## src/rtl/sd_adc_pkg.sv

```systemverilog
package sd_adc_pkg;

  // Sample clock enable: one tick every this many master clock cycles
  localparam int SAMPLE_DIVIDE = 25;
  localparam int DIV_WIDTH     = 5;

  // Filter block length is BASE_BLOCK shifted left by the rate code, capped at RATE_MAX
  localparam int            BASE_BLOCK  = 125;
  localparam int            CNT_WIDTH   = 13;
  localparam logic [2:0]    RATE_MAX    = 3'h6;
  localparam logic signed [23:0] SCALE_FACTOR = 24'sh00007d;
  localparam logic signed [23:0] RESULT_LIMIT = 24'sh003d09;

  // Register indices; byte address is four times the index
  localparam logic [5:0] IDX_INTERRUPT_FLAGS   = 6'h06;
  localparam logic [5:0] IDX_INTERRUPT_ENABLES = 6'h07;
  localparam logic [5:0] IDX_RESULT_HIGH_BYTE  = 6'h10;
  localparam logic [5:0] IDX_RESULT_LOW_BYTE   = 6'h11;
  localparam logic [5:0] IDX_CONVERTER_CONTROL = 6'h13;
  localparam logic [5:0] IDX_INPUT_PATH_SELECT = 6'h2a;
  localparam logic [5:0] IDX_REFERENCE_SELECT  = 6'h2c;
  localparam logic [5:0] IDX_GAIN_AND_ENABLE   = 6'h2f;

  // Writable bits of each register
  localparam logic [7:0] MASK_INTERRUPT_ENABLES = 8'h82;
  localparam logic [7:0] MASK_CONVERTER_CONTROL = 8'h0f;
  localparam logic [7:0] MASK_INPUT_PATH_SELECT = 8'h7d;
  localparam logic [7:0] MASK_REFERENCE_SELECT  = 8'h70;
  localparam logic [7:0] MASK_GAIN_AND_ENABLE   = 8'h0f;

  // Reset values
  localparam logic [7:0]  RESET_BYTE   = 8'h00;
  localparam logic [15:0] RESET_RESULT = 16'h0000;

  // Field positions
  localparam int FLAG_DONE_BIT      = 1;
  localparam int EN_CONV_BIT        = 1;
  localparam int EN_GLOBAL_BIT      = 7;
  localparam int CTRL_RUN_BIT       = 3;
  localparam int CTRL_RATE_LSB      = 0;
  localparam int PATH_DIRECT_BIT    = 0;
  localparam int PATH_LOWPASS_BIT   = 2;
  localparam int PATH_POS_LSB       = 3;
  localparam int PATH_NEG_LSB       = 5;
  localparam int REF_LOW_LSB        = 4;
  localparam int REF_HIGH_BIT       = 6;
  localparam int GAIN_AZ_BIT        = 0;
  localparam int GAIN_MOD_EN_BIT    = 1;
  localparam int GAIN_SEL_LSB       = 2;

  // AXI responses
  localparam logic [1:0] RESP_OKAY   = 2'h0;
  localparam logic [1:0] RESP_SLVERR = 2'h2;

endpackage

```

## src/rtl/sigma_delta_adc_control.sv

```systemverilog
`timescale 1ns/1ps
`default_nettype none

module sigma_delta_adc_control #(
  parameter int SAMPLE_DIVIDE = sd_adc_pkg::SAMPLE_DIVIDE
) (
  // Clock and reset
  input  wire logic       aclk,
  input  wire logic       aresetn,
  // AXI4-Lite write address
  input  wire logic [7:0] s_axi_awaddr,
  input  wire logic       s_axi_awvalid,
  output logic            s_axi_awready,
  // AXI4-Lite write data
  input  wire logic [31:0] s_axi_wdata,
  input  wire logic [3:0] s_axi_wstrb,
  input  wire logic       s_axi_wvalid,
  output logic            s_axi_wready,
  // AXI4-Lite write response
  output logic [1:0]      s_axi_bresp,
  output logic            s_axi_bvalid,
  input  wire logic       s_axi_bready,
  // AXI4-Lite read address
  input  wire logic [7:0] s_axi_araddr,
  input  wire logic       s_axi_arvalid,
  output logic            s_axi_arready,
  // AXI4-Lite read data
  output logic [31:0]     s_axi_rdata,
  output logic [1:0]      s_axi_rresp,
  output logic            s_axi_rvalid,
  input  wire logic       s_axi_rready,
  // Modulator bitstream and control
  input  wire logic       modulator_bit,
  output logic            modulator_enable,
  output logic            sample_clock,
  output logic            auto_zero,
  output logic [1:0]      input_gain_select,
  // Input and reference multiplexers
  output logic [1:0]      positive_source_select,
  output logic            lowpass_enable,
  output logic            positive_input_direct,
  output logic [1:0]      negative_source_select,
  output logic            reference_high_select,
  output logic [1:0]      reference_low_select,
  // Interrupt to the CPU
  output logic            conversion_irq
);

  // Block length for a rate code; codes above the last repeat it
  function automatic logic [sd_adc_pkg::CNT_WIDTH-1:0] block_length(input logic [2:0] rate);
    logic [2:0] r;
    r = (rate > sd_adc_pkg::RATE_MAX) ? sd_adc_pkg::RATE_MAX : rate;
    block_length = sd_adc_pkg::CNT_WIDTH'(sd_adc_pkg::BASE_BLOCK) << r;
  endfunction

  ////////////////////////////////////////////////////////////////////////////
  // Registers
  logic [7:0]  interrupt_enables;
  logic [7:0]  converter_control;
  logic [7:0]  input_path_select;
  logic [7:0]  reference_select;
  logic [7:0]  gain_and_enable;
  logic        conversion_done_flag;
  logic [15:0] conversion_result;

  // Field views
  wire       filter_run  = converter_control[sd_adc_pkg::CTRL_RUN_BIT];
  wire [2:0] output_rate_select = converter_control[sd_adc_pkg::CTRL_RATE_LSB +: 3];
  wire       global_irq_enable  = interrupt_enables[sd_adc_pkg::EN_GLOBAL_BIT];
  wire       conversion_irq_enable = interrupt_enables[sd_adc_pkg::EN_CONV_BIT];

  // Front-end controls straight from register flip-flops
  assign modulator_enable       = gain_and_enable[sd_adc_pkg::GAIN_MOD_EN_BIT];
  assign auto_zero              = gain_and_enable[sd_adc_pkg::GAIN_AZ_BIT];
  assign input_gain_select      = gain_and_enable[sd_adc_pkg::GAIN_SEL_LSB +: 2];
  assign positive_source_select = input_path_select[sd_adc_pkg::PATH_POS_LSB +: 2];
  assign lowpass_enable         = input_path_select[sd_adc_pkg::PATH_LOWPASS_BIT];
  assign positive_input_direct  = input_path_select[sd_adc_pkg::PATH_DIRECT_BIT];
  assign negative_source_select = input_path_select[sd_adc_pkg::PATH_NEG_LSB +: 2];
  assign reference_high_select  = reference_select[sd_adc_pkg::REF_HIGH_BIT];
  assign reference_low_select   = reference_select[sd_adc_pkg::REF_LOW_LSB +: 2];

  ////////////////////////////////////////////////////////////////////////////
  // Sample clock divider
  logic [sd_adc_pkg::DIV_WIDTH-1:0] div_cnt;
  wire div_wrap = (div_cnt == sd_adc_pkg::DIV_WIDTH'(SAMPLE_DIVIDE - 1));

  // One tick every SAMPLE_DIVIDE cycles
  always_ff @(posedge aclk) begin
    if (!aresetn) begin
      div_cnt      <= '0;
      sample_clock <= 1'b0;
    end else begin
      div_cnt      <= div_wrap ? '0 : div_cnt + 1'b1;
      sample_clock <= div_wrap;
    end
  end

  ////////////////////////////////////////////////////////////////////////////
  // Bitstream synchroniser
  logic mod_meta;
  logic mod_sync;

  // Two stages before the filter looks at the pin
  always_ff @(posedge aclk) begin
    if (!aresetn) begin
      mod_meta <= 1'b0;
      mod_sync <= 1'b0;
    end else begin
      mod_meta <= modulator_bit;
      mod_sync <= mod_meta;
    end
  end

  ////////////////////////////////////////////////////////////////////////////
  // Comb filter: ones count over two consecutive blocks
  logic [sd_adc_pkg::CNT_WIDTH-1:0] samp_cnt;
  logic [sd_adc_pkg::CNT_WIDTH-1:0] ones;
  logic [sd_adc_pkg::CNT_WIDTH-1:0] prev_ones;
  logic                             primed;

  // Block bookkeeping
  wire [sd_adc_pkg::CNT_WIDTH-1:0] block_len = block_length(output_rate_select);
  wire advance   = sample_clock && filter_run && modulator_enable;
  wire block_end = advance && (samp_cnt >= block_len - 1'b1);
  wire block_done = block_end && primed;
  wire [sd_adc_pkg::CNT_WIDTH-1:0] ones_now = ones + {{(sd_adc_pkg::CNT_WIDTH-1){1'b0}}, mod_sync};

  // Scaling: (ones - N) * 15625 / N over 2N samples
  wire [2:0] rate_shift = (output_rate_select > sd_adc_pkg::RATE_MAX) ?
                          sd_adc_pkg::RATE_MAX : output_rate_select;
  wire [13:0] total = {1'b0, prev_ones} + {1'b0, ones_now};
  wire signed [14:0] diff = $signed({1'b0, total}) - $signed({2'b00, block_len});
  wire signed [23:0] product = $signed({{9{diff[14]}}, diff}) * sd_adc_pkg::SCALE_FACTOR;
  wire signed [23:0] scaled = product >>> rate_shift;
  wire signed [23:0] clamped = (scaled > sd_adc_pkg::RESULT_LIMIT) ? sd_adc_pkg::RESULT_LIMIT :
                               (scaled < -sd_adc_pkg::RESULT_LIMIT) ? -sd_adc_pkg::RESULT_LIMIT :
                               scaled;
  wire [15:0] next_result = clamped[15:0];

  // Filter held clear while not running
  always_ff @(posedge aclk) begin
    if (!aresetn || !filter_run) begin
      samp_cnt  <= '0;
      ones      <= '0;
      prev_ones <= '0;
      primed    <= 1'b0;
    end else if (block_end) begin
      samp_cnt  <= '0;
      ones      <= '0;
      prev_ones <= ones_now;
      primed    <= 1'b1;
    end else if (advance) begin
      samp_cnt  <= samp_cnt + 1'b1;
      ones      <= ones_now;
    end
  end

  ////////////////////////////////////////////////////////////////////////////
  // AXI4-Lite write path
  logic       aw_full;
  logic       w_full;
  logic [7:0] aw_addr;
  logic [7:0] w_byte;
  logic       w_low_lane;

  // Write takes effect once address and data are both held
  wire       do_write = aw_full && w_full && !s_axi_bvalid;
  wire [5:0] wr_idx   = aw_addr[7:2];
  wire       wr_en    = do_write && w_low_lane;
  wire wr_flags  = wr_en && (wr_idx == sd_adc_pkg::IDX_INTERRUPT_FLAGS);
  wire wr_enable = wr_en && (wr_idx == sd_adc_pkg::IDX_INTERRUPT_ENABLES);
  wire wr_ctrl   = wr_en && (wr_idx == sd_adc_pkg::IDX_CONVERTER_CONTROL);
  wire wr_path   = wr_en && (wr_idx == sd_adc_pkg::IDX_INPUT_PATH_SELECT);
  wire wr_ref    = wr_en && (wr_idx == sd_adc_pkg::IDX_REFERENCE_SELECT);
  wire wr_gain   = wr_en && (wr_idx == sd_adc_pkg::IDX_GAIN_AND_ENABLE);
  wire wr_mapped = (wr_idx == sd_adc_pkg::IDX_INTERRUPT_FLAGS) ||
                   (wr_idx == sd_adc_pkg::IDX_INTERRUPT_ENABLES) ||
                   (wr_idx == sd_adc_pkg::IDX_RESULT_HIGH_BYTE) ||
                   (wr_idx == sd_adc_pkg::IDX_RESULT_LOW_BYTE) ||
                   (wr_idx == sd_adc_pkg::IDX_CONVERTER_CONTROL) ||
                   (wr_idx == sd_adc_pkg::IDX_INPUT_PATH_SELECT) ||
                   (wr_idx == sd_adc_pkg::IDX_REFERENCE_SELECT) ||
                   (wr_idx == sd_adc_pkg::IDX_GAIN_AND_ENABLE);
  wire flag_clear = wr_flags && !w_byte[sd_adc_pkg::FLAG_DONE_BIT];
  wire b_done = s_axi_bvalid && s_axi_bready;

  // Address channel
  always_ff @(posedge aclk) begin
    if (!aresetn) begin
      aw_full       <= 1'b0;
      aw_addr       <= sd_adc_pkg::RESET_BYTE;
      s_axi_awready <= 1'b0;
    end else if (s_axi_awvalid && s_axi_awready) begin
      aw_full       <= 1'b1;
      aw_addr       <= s_axi_awaddr;
      s_axi_awready <= 1'b0;
    end else if (b_done || !aw_full) begin
      aw_full       <= 1'b0;
      s_axi_awready <= 1'b1;
    end
  end

  // Data channel, low lane only
  always_ff @(posedge aclk) begin
    if (!aresetn) begin
      w_full       <= 1'b0;
      w_byte       <= sd_adc_pkg::RESET_BYTE;
      w_low_lane   <= 1'b0;
      s_axi_wready <= 1'b0;
    end else if (s_axi_wvalid && s_axi_wready) begin
      w_full       <= 1'b1;
      w_byte       <= s_axi_wdata[7:0];
      w_low_lane   <= s_axi_wstrb[0];
      s_axi_wready <= 1'b0;
    end else if (b_done || !w_full) begin
      w_full       <= 1'b0;
      s_axi_wready <= 1'b1;
    end
  end

  // Response after both channels
  always_ff @(posedge aclk) begin
    if (!aresetn) begin
      s_axi_bvalid <= 1'b0;
      s_axi_bresp  <= sd_adc_pkg::RESP_OKAY;
    end else if (do_write) begin
      s_axi_bvalid <= 1'b1;
      s_axi_bresp  <= wr_mapped ? sd_adc_pkg::RESP_OKAY : sd_adc_pkg::RESP_SLVERR;
    end else if (b_done) begin
      s_axi_bvalid <= 1'b0;
    end
  end

  // Control registers
  always_ff @(posedge aclk) begin
    if (!aresetn) begin
      interrupt_enables <= sd_adc_pkg::RESET_BYTE;
      converter_control <= sd_adc_pkg::RESET_BYTE;
      input_path_select <= sd_adc_pkg::RESET_BYTE;
      reference_select  <= sd_adc_pkg::RESET_BYTE;
      gain_and_enable   <= sd_adc_pkg::RESET_BYTE;
    end else begin
      if (wr_enable) interrupt_enables <= w_byte & sd_adc_pkg::MASK_INTERRUPT_ENABLES;
      if (wr_ctrl) converter_control <= w_byte & sd_adc_pkg::MASK_CONVERTER_CONTROL;
      if (wr_path) input_path_select <= w_byte & sd_adc_pkg::MASK_INPUT_PATH_SELECT;
      if (wr_ref) reference_select <= w_byte & sd_adc_pkg::MASK_REFERENCE_SELECT;
      if (wr_gain) gain_and_enable <= w_byte & sd_adc_pkg::MASK_GAIN_AND_ENABLE;
    end
  end

  ////////////////////////////////////////////////////////////////////////////
  // Result, flag and interrupt
  wire next_flag = block_done || (conversion_done_flag && !flag_clear);

  // Result loads whole; set beats clear
  always_ff @(posedge aclk) begin
    if (!aresetn) begin
      conversion_result    <= sd_adc_pkg::RESET_RESULT;
      conversion_done_flag <= 1'b0;
      conversion_irq       <= 1'b0;
    end else begin
      if (block_done) conversion_result <= next_result;
      conversion_done_flag <= next_flag;
      conversion_irq <= conversion_done_flag && conversion_irq_enable && global_irq_enable;
    end
  end

  ////////////////////////////////////////////////////////////////////////////
  // AXI4-Lite read path
  wire [5:0] rd_idx = s_axi_araddr[7:2];
  logic [7:0] rd_value;
  logic       rd_hit;

  // Read decode
  always_comb begin
    rd_value = sd_adc_pkg::RESET_BYTE;
    rd_hit   = 1'b1;
    if (rd_idx == sd_adc_pkg::IDX_INTERRUPT_FLAGS) begin
      rd_value[sd_adc_pkg::FLAG_DONE_BIT] = conversion_done_flag;
    end else if (rd_idx == sd_adc_pkg::IDX_INTERRUPT_ENABLES) begin
      rd_value = interrupt_enables;
    end else if (rd_idx == sd_adc_pkg::IDX_RESULT_HIGH_BYTE) begin
      rd_value = conversion_result[15:8];
    end else if (rd_idx == sd_adc_pkg::IDX_RESULT_LOW_BYTE) begin
      rd_value = conversion_result[7:0];
    end else if (rd_idx == sd_adc_pkg::IDX_CONVERTER_CONTROL) begin
      rd_value = converter_control;
    end else if (rd_idx == sd_adc_pkg::IDX_INPUT_PATH_SELECT) begin
      rd_value = input_path_select;
    end else if (rd_idx == sd_adc_pkg::IDX_REFERENCE_SELECT) begin
      rd_value = reference_select;
    end else if (rd_idx == sd_adc_pkg::IDX_GAIN_AND_ENABLE) begin
      rd_value = gain_and_enable;
    end else begin
      rd_hit = 1'b0;
    end
  end

  // Read handshake, one answer per address
  always_ff @(posedge aclk) begin
    if (!aresetn) begin
      s_axi_arready <= 1'b0;
      s_axi_rvalid  <= 1'b0;
      s_axi_rdata   <= 32'h00000000;
      s_axi_rresp   <= sd_adc_pkg::RESP_OKAY;
    end else if (s_axi_arvalid && s_axi_arready) begin
      s_axi_arready <= 1'b0;
      s_axi_rvalid  <= 1'b1;
      s_axi_rdata   <= {24'h000000, rd_value};
      s_axi_rresp   <= rd_hit ? sd_adc_pkg::RESP_OKAY : sd_adc_pkg::RESP_SLVERR;
    end else if (s_axi_rvalid && s_axi_rready) begin
      s_axi_rvalid  <= 1'b0;
      s_axi_arready <= 1'b1;
    end else if (!s_axi_rvalid) begin
      s_axi_arready <= 1'b1;
    end
  end
endmodule

`default_nettype wire

```

## config.mk

```make
export PLATFORM = sky130hd
export DESIGN_NAME = sigma_delta_adc_control
export DESIGN_NICKNAME = d
export VERILOG_FILES = /design/src/rtl/sd_adc_pkg.sv /design/src/rtl/sigma_delta_adc_control.sv
export SDC_FILE = /design/constraint.sdc
export NUM_CORES = 1
export LEC_CHECK = 0
export ABC_AREA = 1
export BUFFER_PORTS_ARGS = -buffer_cell sky130_fd_sc_hd__buf_2
export CAP_MARGIN = 10
export CELL_PAD_IN_SITES_DETAIL_PLACEMENT = 1
export CELL_PAD_IN_SITES_GLOBAL_PLACEMENT = 2
export CORE_MARGIN = 8
export CORE_UTILIZATION = 30
export DETAILED_ROUTE_END_ITERATION = 10
export PLACE_DENSITY = 0.79
export SLEW_MARGIN = 20
export SYNTH_ARGS = -nofsm -noshare
export SYNTH_HDL_FRONTEND = slang
export SYNTH_SLANG_ARGS = --single-unit
export TNS_END_PERCENT = 30
```

## constraint.sdc

```tcl
create_clock -name aclk -period 24.1 [get_ports aclk]
set_clock_uncertainty 0.2 [all_clocks]
set_input_delay 4.82 -clock aclk [delete_from_list [all_inputs] [get_ports aclk]]
set_output_delay 4.82 -clock aclk [all_outputs]
set_load 0.02 [all_outputs]
```

After elaboration in Yosys (flattened, before gate mapping)

Cells that the tools add are included.

Input port bits: 60
Output and inout port bits: 56
Word-level logic and storage cells: 143
Register bits: 121

Shifts and indexed selects: 2
Add/sub/neg operators: 6
Eq/ne operators: 18
Multiplexer cells: 33
Reductions and logical operators: 49
$mul: 1
Bitwise logic cells: 1
Magnitude comparators: 4

Operators by type and width:

| cell                                                 | count |
|---|---|
| equality test 6 x 5 -> 1 bit, second input constant  | 6 |
| equality test 6 bit, second input constant           | 6 |
| 2-to-1 mux 16 bit                                    | 2 |
| equality test 6 x 3 -> 1 bit, second input constant  | 4 |
| > comparator 24 x 15 -> 1 bit, second input constant | 1 |
| < comparator 24 x 15 -> 1 bit, second input constant | 1 |
| 2-to-1 mux 8 bit                                     | 3 |
| >>> shifter 23 x 3 -> 24 bit                         | 1 |
| multiplier 15 x 8 -> 23 bit, second input constant   | 1 |
| logical AND 1 bit                                    | 22 |
| 2-to-1 mux 7 bit                                     | 3 |
| 2-to-1 mux 1 bit                                     | 20 |
| subtractor 14 x 13 -> 15 bit                         | 1 |
| adder 13 x 13 -> 14 bit                              | 1 |
| adder 13 x 1 -> 13 bit                               | 1 |
| adder 13 x 1 -> 13 bit, second input constant        | 1 |
| >= comparator 13 bit                                 | 1 |
| << shifter 7 x 3 -> 13 bit, first input constant     | 1 |
| subtractor 13 x 1 -> 13 bit, second input constant   | 1 |
| logical OR 1 bit                                     | 11 |
| OR reduction 2 bit                                   | 5 |
| nonzero test 2 bit                                   | 4 |
| logical NOT 1 bit                                    | 7 |
| 2-to-1 mux 6 bit                                     | 1 |
| other kinds (8)                                      | 9 |

Logic depth before layout (Yosys ltp)

Depth after elaboration: 10
Depth in mapped cells: 52
Gate-level depth less buffers: 49

Worst setup path before layout

Ideal clock, no wire load.

Kind: register to register
Start: register converter_control[2]
End: register conversion_result[6]
Arrival time: 7.839 ns
Cell stages (with the launch flop): 48
Clock period less this slack: 8.109 ns
Slack: 15.991 ns
Library setup time: 0.070 ns
Buffers on the path: 3
Required time: 23.830 ns
Cells stage by stage: dfxtp_1 nand2_1 nand2_2 inv_2 buf_2 buf_2 nor2_1 nor2_1 inv_1 nor2_1 fa_1 ha_1 a21oi_1 o21ai_1 a21boi_1 o21ai_0 nand2_1 nand2_1 [... 12 more ...] nor2_2 nand3b_1 nand3_1 nand2_2 nand2_4 inv_2 nand2_2 nand2_2 nand2_1 nand2_1 nor2_1 nand2_1 nor2_2 nand2_2 a21oi_4 buf_6 nand2_1 a21oi_1

Longest elaborated chain between the ends: 9
Elaborated cells between the ends (all ways): 14
Classes of those cells: add/sub (2); mul (1); order compare (4); shift (2); mux (3); reduce/logical (2)

Ends and longest elaborated chain:

| item                          | line                                                          | source |
|---|---|---|
| start, declared               | sigma_delta_adc_control.sv:59                                 | `logic [7:0] converter_control;` |
| start signal, assigned        | sigma_delta_adc_control.sv:239                                | `converter_control <= sd_adc_pkg::RESET_BYTE;` |
| start signal, assigned        | sigma_delta_adc_control.sv:245                                | `if (wr_ctrl) converter_control <= w_byte & sd_adc_pkg::MASK_CONVERTER_CONTROL;` |
| > comparator 3 bit            | sigma_delta_adc_control.sv:52, sigma_delta_adc_control.sv:130 |  |
| 2-to-1 mux 3 bit *            | sigma_delta_adc_control.sv:52, sigma_delta_adc_control.sv:130 |  |
| << shifter 7 x 3 -> 13 bit    | sigma_delta_adc_control.sv:53                                 | `block_length = sd_adc_pkg::CNT_WIDTH'(sd_adc_pkg::BASE_BLOCK) << r;` |
| subtractor 14 x 13 -> 15 bit  | sigma_delta_adc_control.sv:133                                | `wire signed [14:0] diff = $signed({1'b0, total}) - $signed({2'b00, block_len});` |
| multiplier 15 x 8 -> 23 bit   | sigma_delta_adc_control.sv:134                                | `wire signed [23:0] product = $signed({{9{diff[14]}}, diff}) * sd_adc_pkg::SCALE_FACTOR;` |
| >>> shifter 23 x 3 -> 24 bit  | sigma_delta_adc_control.sv:135                                | `wire signed [23:0] scaled = product >>> rate_shift;` |
| < comparator 24 x 15 -> 1 bit | sigma_delta_adc_control.sv:137                                | `(scaled < -sd_adc_pkg::RESULT_LIMIT) ? -sd_adc_pkg::RESULT_LIMIT :` |
| 2-to-1 mux 16 bit             | sigma_delta_adc_control.sv:137                                |  |
| 2-to-1 mux 16 bit             | sigma_delta_adc_control.sv:136                                | `wire signed [23:0] clamped = (scaled > sd_adc_pkg::RESULT_LIMIT) ? sd_adc_pkg::RESULT_LIMIT :` |
| end signal, assigned          | sigma_delta_adc_control.sv:259                                | `conversion_result <= sd_adc_pkg::RESET_RESULT;` |
| end signal, assigned          | sigma_delta_adc_control.sv:263                                | `if (block_done) conversion_result <= next_result;` |
| end, declared                 | sigma_delta_adc_control.sv:64                                 | `logic [15:0] conversion_result;` |

Every way passes the cells marked *; elsewhere a longest branch is shown, timed or not.
A chain may end at the register's enable or synchronous reset.

Worst setup path in the final report

Start: register converter_control[1]
End: register conversion_result[4]

The elaborated chain is that of the path after synthesis.

==> results.py <==
metrics = {
    "timing": {
        "slew_viol_final": 0,
        "tightest_slew_ns": 1.00,
        "finalSetupViolCount": 0,
        "max_freq_ghz": 0.0969,
        "fin_setup_tns_ns": 0,
        "hold_slack_ns": 0.243,
        "finalCriticalPeriod_ns": 10.32,
        "grt_setup_unrepaired": "no",
        "slew_headroom_pct": 32.7,
        "hold_viol": 0,
        "finalCritPeriodShare_pct": 42.8,
        "final.setup.worst_slack_ns": 13.78,
    },
    "floorplanning": {
        "fp.coreArea_mm2": 0.0345,
        "die_height_um": 203,
        "start_util_pct": 30.5,
        "dieArea_mm2": 0.0413,
        "num_rows": 68,
        "die_x_um": 203,
        "io_pins": 116,
    },
    "grt": {
        "grt_pass1_wl_um": 50000,
        "grt_max_degree": 45,
        "grt_pass1_vias": 10100,
        "grtUsageTotal_pct": 14.5,
        "grt_antenna_before_repair": 0,
        "grt_overflow_total": 0,
    },
    "drt": {
        "dr.pass1.iters": 4,
        "detail-route-antenna-nets": 0,
        "drc_errors": 0,
        "routed_wl_um": 29200,
        "top_layer": "met4",
        "wl_met3_um": 457,
        "viasPerCell": 4.63,
        "wl_met2_um": 13900,
        "routedWlPerCell_um": 14.3,
        "wl_met1_um": 14400,
        "drt_iter0_drc": 409,
        "vias": 9432,
    },
    "logic_synthesis": {
        "synth_seq_cells": 117,
        "synth-xor-area-share_pct": 3.73,
        "ys_warn_count": 0,
        "synth_fa_ha_area_share_pct": 22.2,
        "synth_edf_count": 0,
        "synth_top_family_by_area": "simple AND/OR/NAND/NOR gates",
        "synth-seq-area-share_pct": 22.2,
        "postSynthAreaPerCell_um2": 6.90,
        "synth_flop_cell": "dfxtp_1",
        "netlist_area_mm2": 0.0105,
        "ys_async_sr_fraction_pct": 0,
        "synthDistinctLibCells": 50,
        "synth_mux_area_share_pct": 0.0951,
        "synth-simple-area-share_pct": 27.8,
        "netlist_instances": 1526,
        "synth_compound_area_share_pct": 10.7,
    },
    "worst_setup_path": {
        "critPathCaptureType": "flop",
        "critPathMostFrequentCell": "nand2_1",
        "crit_required_ns": 24.17,
        "cp-start-kind": "flop",
        "path_class": "flop to flop",
        "crit_fanout": 31,
        "crit_slowest_cell": "xor2_1",
        "max_stage_delay_ns": 0.76,
        "worstPathArrival_ns": 10.39,
    },
    "clock_network": {
        "cts_resized": 0,
        "h-tree-depth": 4,
        "hold_buffers": 0,
        "cts.sinks": 117,
        "clk_pin_slew_ns": 0.06,
        "cts_buffers": 17,
        "clk_latency_ns": 0.42,
        "cts_buffer_depth": 2,
        "post_cts_buffers": 0,
        "cts_root_buf": "clkbuf_16",
        "cts_tree": "yes",
    },
    "final_layout": {
        "layout-drive-gt1-share_pct": 8.33,
        "nNetsFinal": 1779,
        "diodes": 0,
        "area.growth.synth_to_final_pct": 11.4,
        "fillers": 4451,
    },
    "placed_design": {
        "io_buffer_count": 58,
        "dp_hpwl_um": 23900,
        "place_ws_ns": 13.62,
        "gp_congestion": 0.799,
    },
    "pwr": {
        "powerDensity_mw_per_mm2": 46.2,
        "vdd_drop_max_mv": 0.0425,
        "p_leak_nw": 5.80,
    },
    "worst_hold_path": {
        "min_path_type": "flop to flop",
    },
    "job": {
        "maxCapViolCount": 0,
    },
    "status": {
        "status": "finished clean",
    },
}
[per-layer routing]
layer	vias to the layer above	track usage, %
met4	0	3.65
li1	4903	-
met5	-	0
met1	4441	18.8
met3	22	1.89
met2	66	25.0
[cells by family after synthesis]
| kind of cell | Yosys count |
|---|---|
| flops | 117 |
| buf+inv | 332 |
| fa+ha+maj | 149 |
| simple gates | 684 |
| other cells | 2 |
| mux | 1 |
| xor+xnor | 44 |
| compound gates | 197 |
[state kept, by name, indices dropped and copies added, names as in the netlist, 2 cells and up]
signal / count
aw_addr: 6
conversion_result: 16
converter_control: 4
div_cnt: 5
gain_and_enable: 4
input_path_select: 6
interrupt_enables: 2
ones: 13
prev_ones: 13
reference_select: 3
s_axi_rdata: 8
samp_cnt: 13
w_byte: 8
[cells in the mapped netlist, types with 3 or more instances]
cell type  instances  area, um^2
buf_4             29         218
fa_1              63        1260
ha_1              85        1060
xor2_1            28         245
nand4_1           10        62.6
o211ai_1           5        37.5
buf_2             10        50.1
dfxtp_1          117        2340
nand3_2            3        30.0
o21ai_0           52         260
clkbuf_1          18        67.6
a221oi_1           6        52.6
nor3_1            18        90.1
or2_2              4        25.0
nor2_2             6        37.5
nand3b_1           4        30.0
nand2_2           14        87.6
o21ai_1            3        15.0
xnor2_1           15         131
nand3_1          134         671
nor4_1            10        62.6
a211oi_1          19         143
nand2_1          330        1240
o21bai_1           4        30.0
inv_2              5        18.8
a21oi_1           95         475
nor2_1           144         541
inv_1            265         995
[power breakdown]
part / switching [mW] / internal [mW]
logic: 0.0619 / 0.0304
clock network: 0.103 / 0.147
registers: 0.00241 / 0.197
total: 0.167 / 0.375
[path summary, 6_finish.rpt]
path	to	cells after the start	slack, ns	start
min	mod_sync$_SDFF_PN0_	2	0.24	mod_meta$_SDFF_PN0_
max	conversion_result[4]$_SDFFE_PN0P_	45	13.78	converter_control[1]$_SDFFE_PN0P_
max reg2reg	conversion_result[4]$_SDFFE_PN0P_	45	13.78	converter_control[1]$_SDFFE_PN0P_
min reg2reg	mod_sync$_SDFF_PN0_	2	0.24	mod_meta$_SDFF_PN0_
[per-stage QoR]
step / utilization, % / cells / cell area, um^2 / total power, mW
2_1_floorplan: - / 1551 / 10600 / 0.277
3_3_place_gp: 32.3 / 2007 / 11100 / 0.295
3_5_place_dp: 32.3 / 2007 / 11100 / 0.296
4_1_cts: 33.9 / 2039 / 11700 / 0.552
5_1_grt: 34.0 / 2039 / 11700 / 0.575
6_report: 34.0 / 2039 / 11700 / 0.542
[placed cells by master, fill, tap and decap left out, drive strengths merged, types with 2 or more instances in the layout]
cell,count
a22oi,2
nand3,137
inv,276
a22o,2
xor2,28
buf,62
o21bai,4
ha,85
and2,2
nor4,10
o211ai,5
a211oi,19
a41oi,2
conb,27
xnor2,16
nor2,150
nor3,19
clkbuf,18
o21ai,55
nand3b,4
a221oi,6
nand4,10
clkinv,7
dfxtp,117
nor3b,2
a21oi,96
or2,4
fa,63
nand2,345
[final cells by class]
| cell class | count | area, um^2 | share of cell area, % |
|---|---|---|---|
| Multi-Input combinational cell | 1102 | 6900 | 58.8 |
| Sequential cell | 117 | 2340 | 20.0 |
| Inverter | 271 | 1020 | 8.67 |
| Tap cell | 455 | 569 | 4.85 |
| Clock buffer | 18 | 439 | 3.74 |
| Timing Repair Buffer | 62 | 320 | 2.73 |
| Clock inverter | 14 | 140 | 1.19 |
[worst max-delay path, delay by kind of cell, from the launching register on]
family / cells / cell delay (ns)
AND/OR/NAND/NOR: 24 / 3.33
buffers and inverters: 6 / 1.05
XOR/XNOR: 2 / 1.04
adder cells (fa/ha/maj): 7 / 3.22
AO/OA/AOI/OAI: 6 / 1.04
flip-flops: 1 / 0.29
Power figures use the tool's default switching activity.
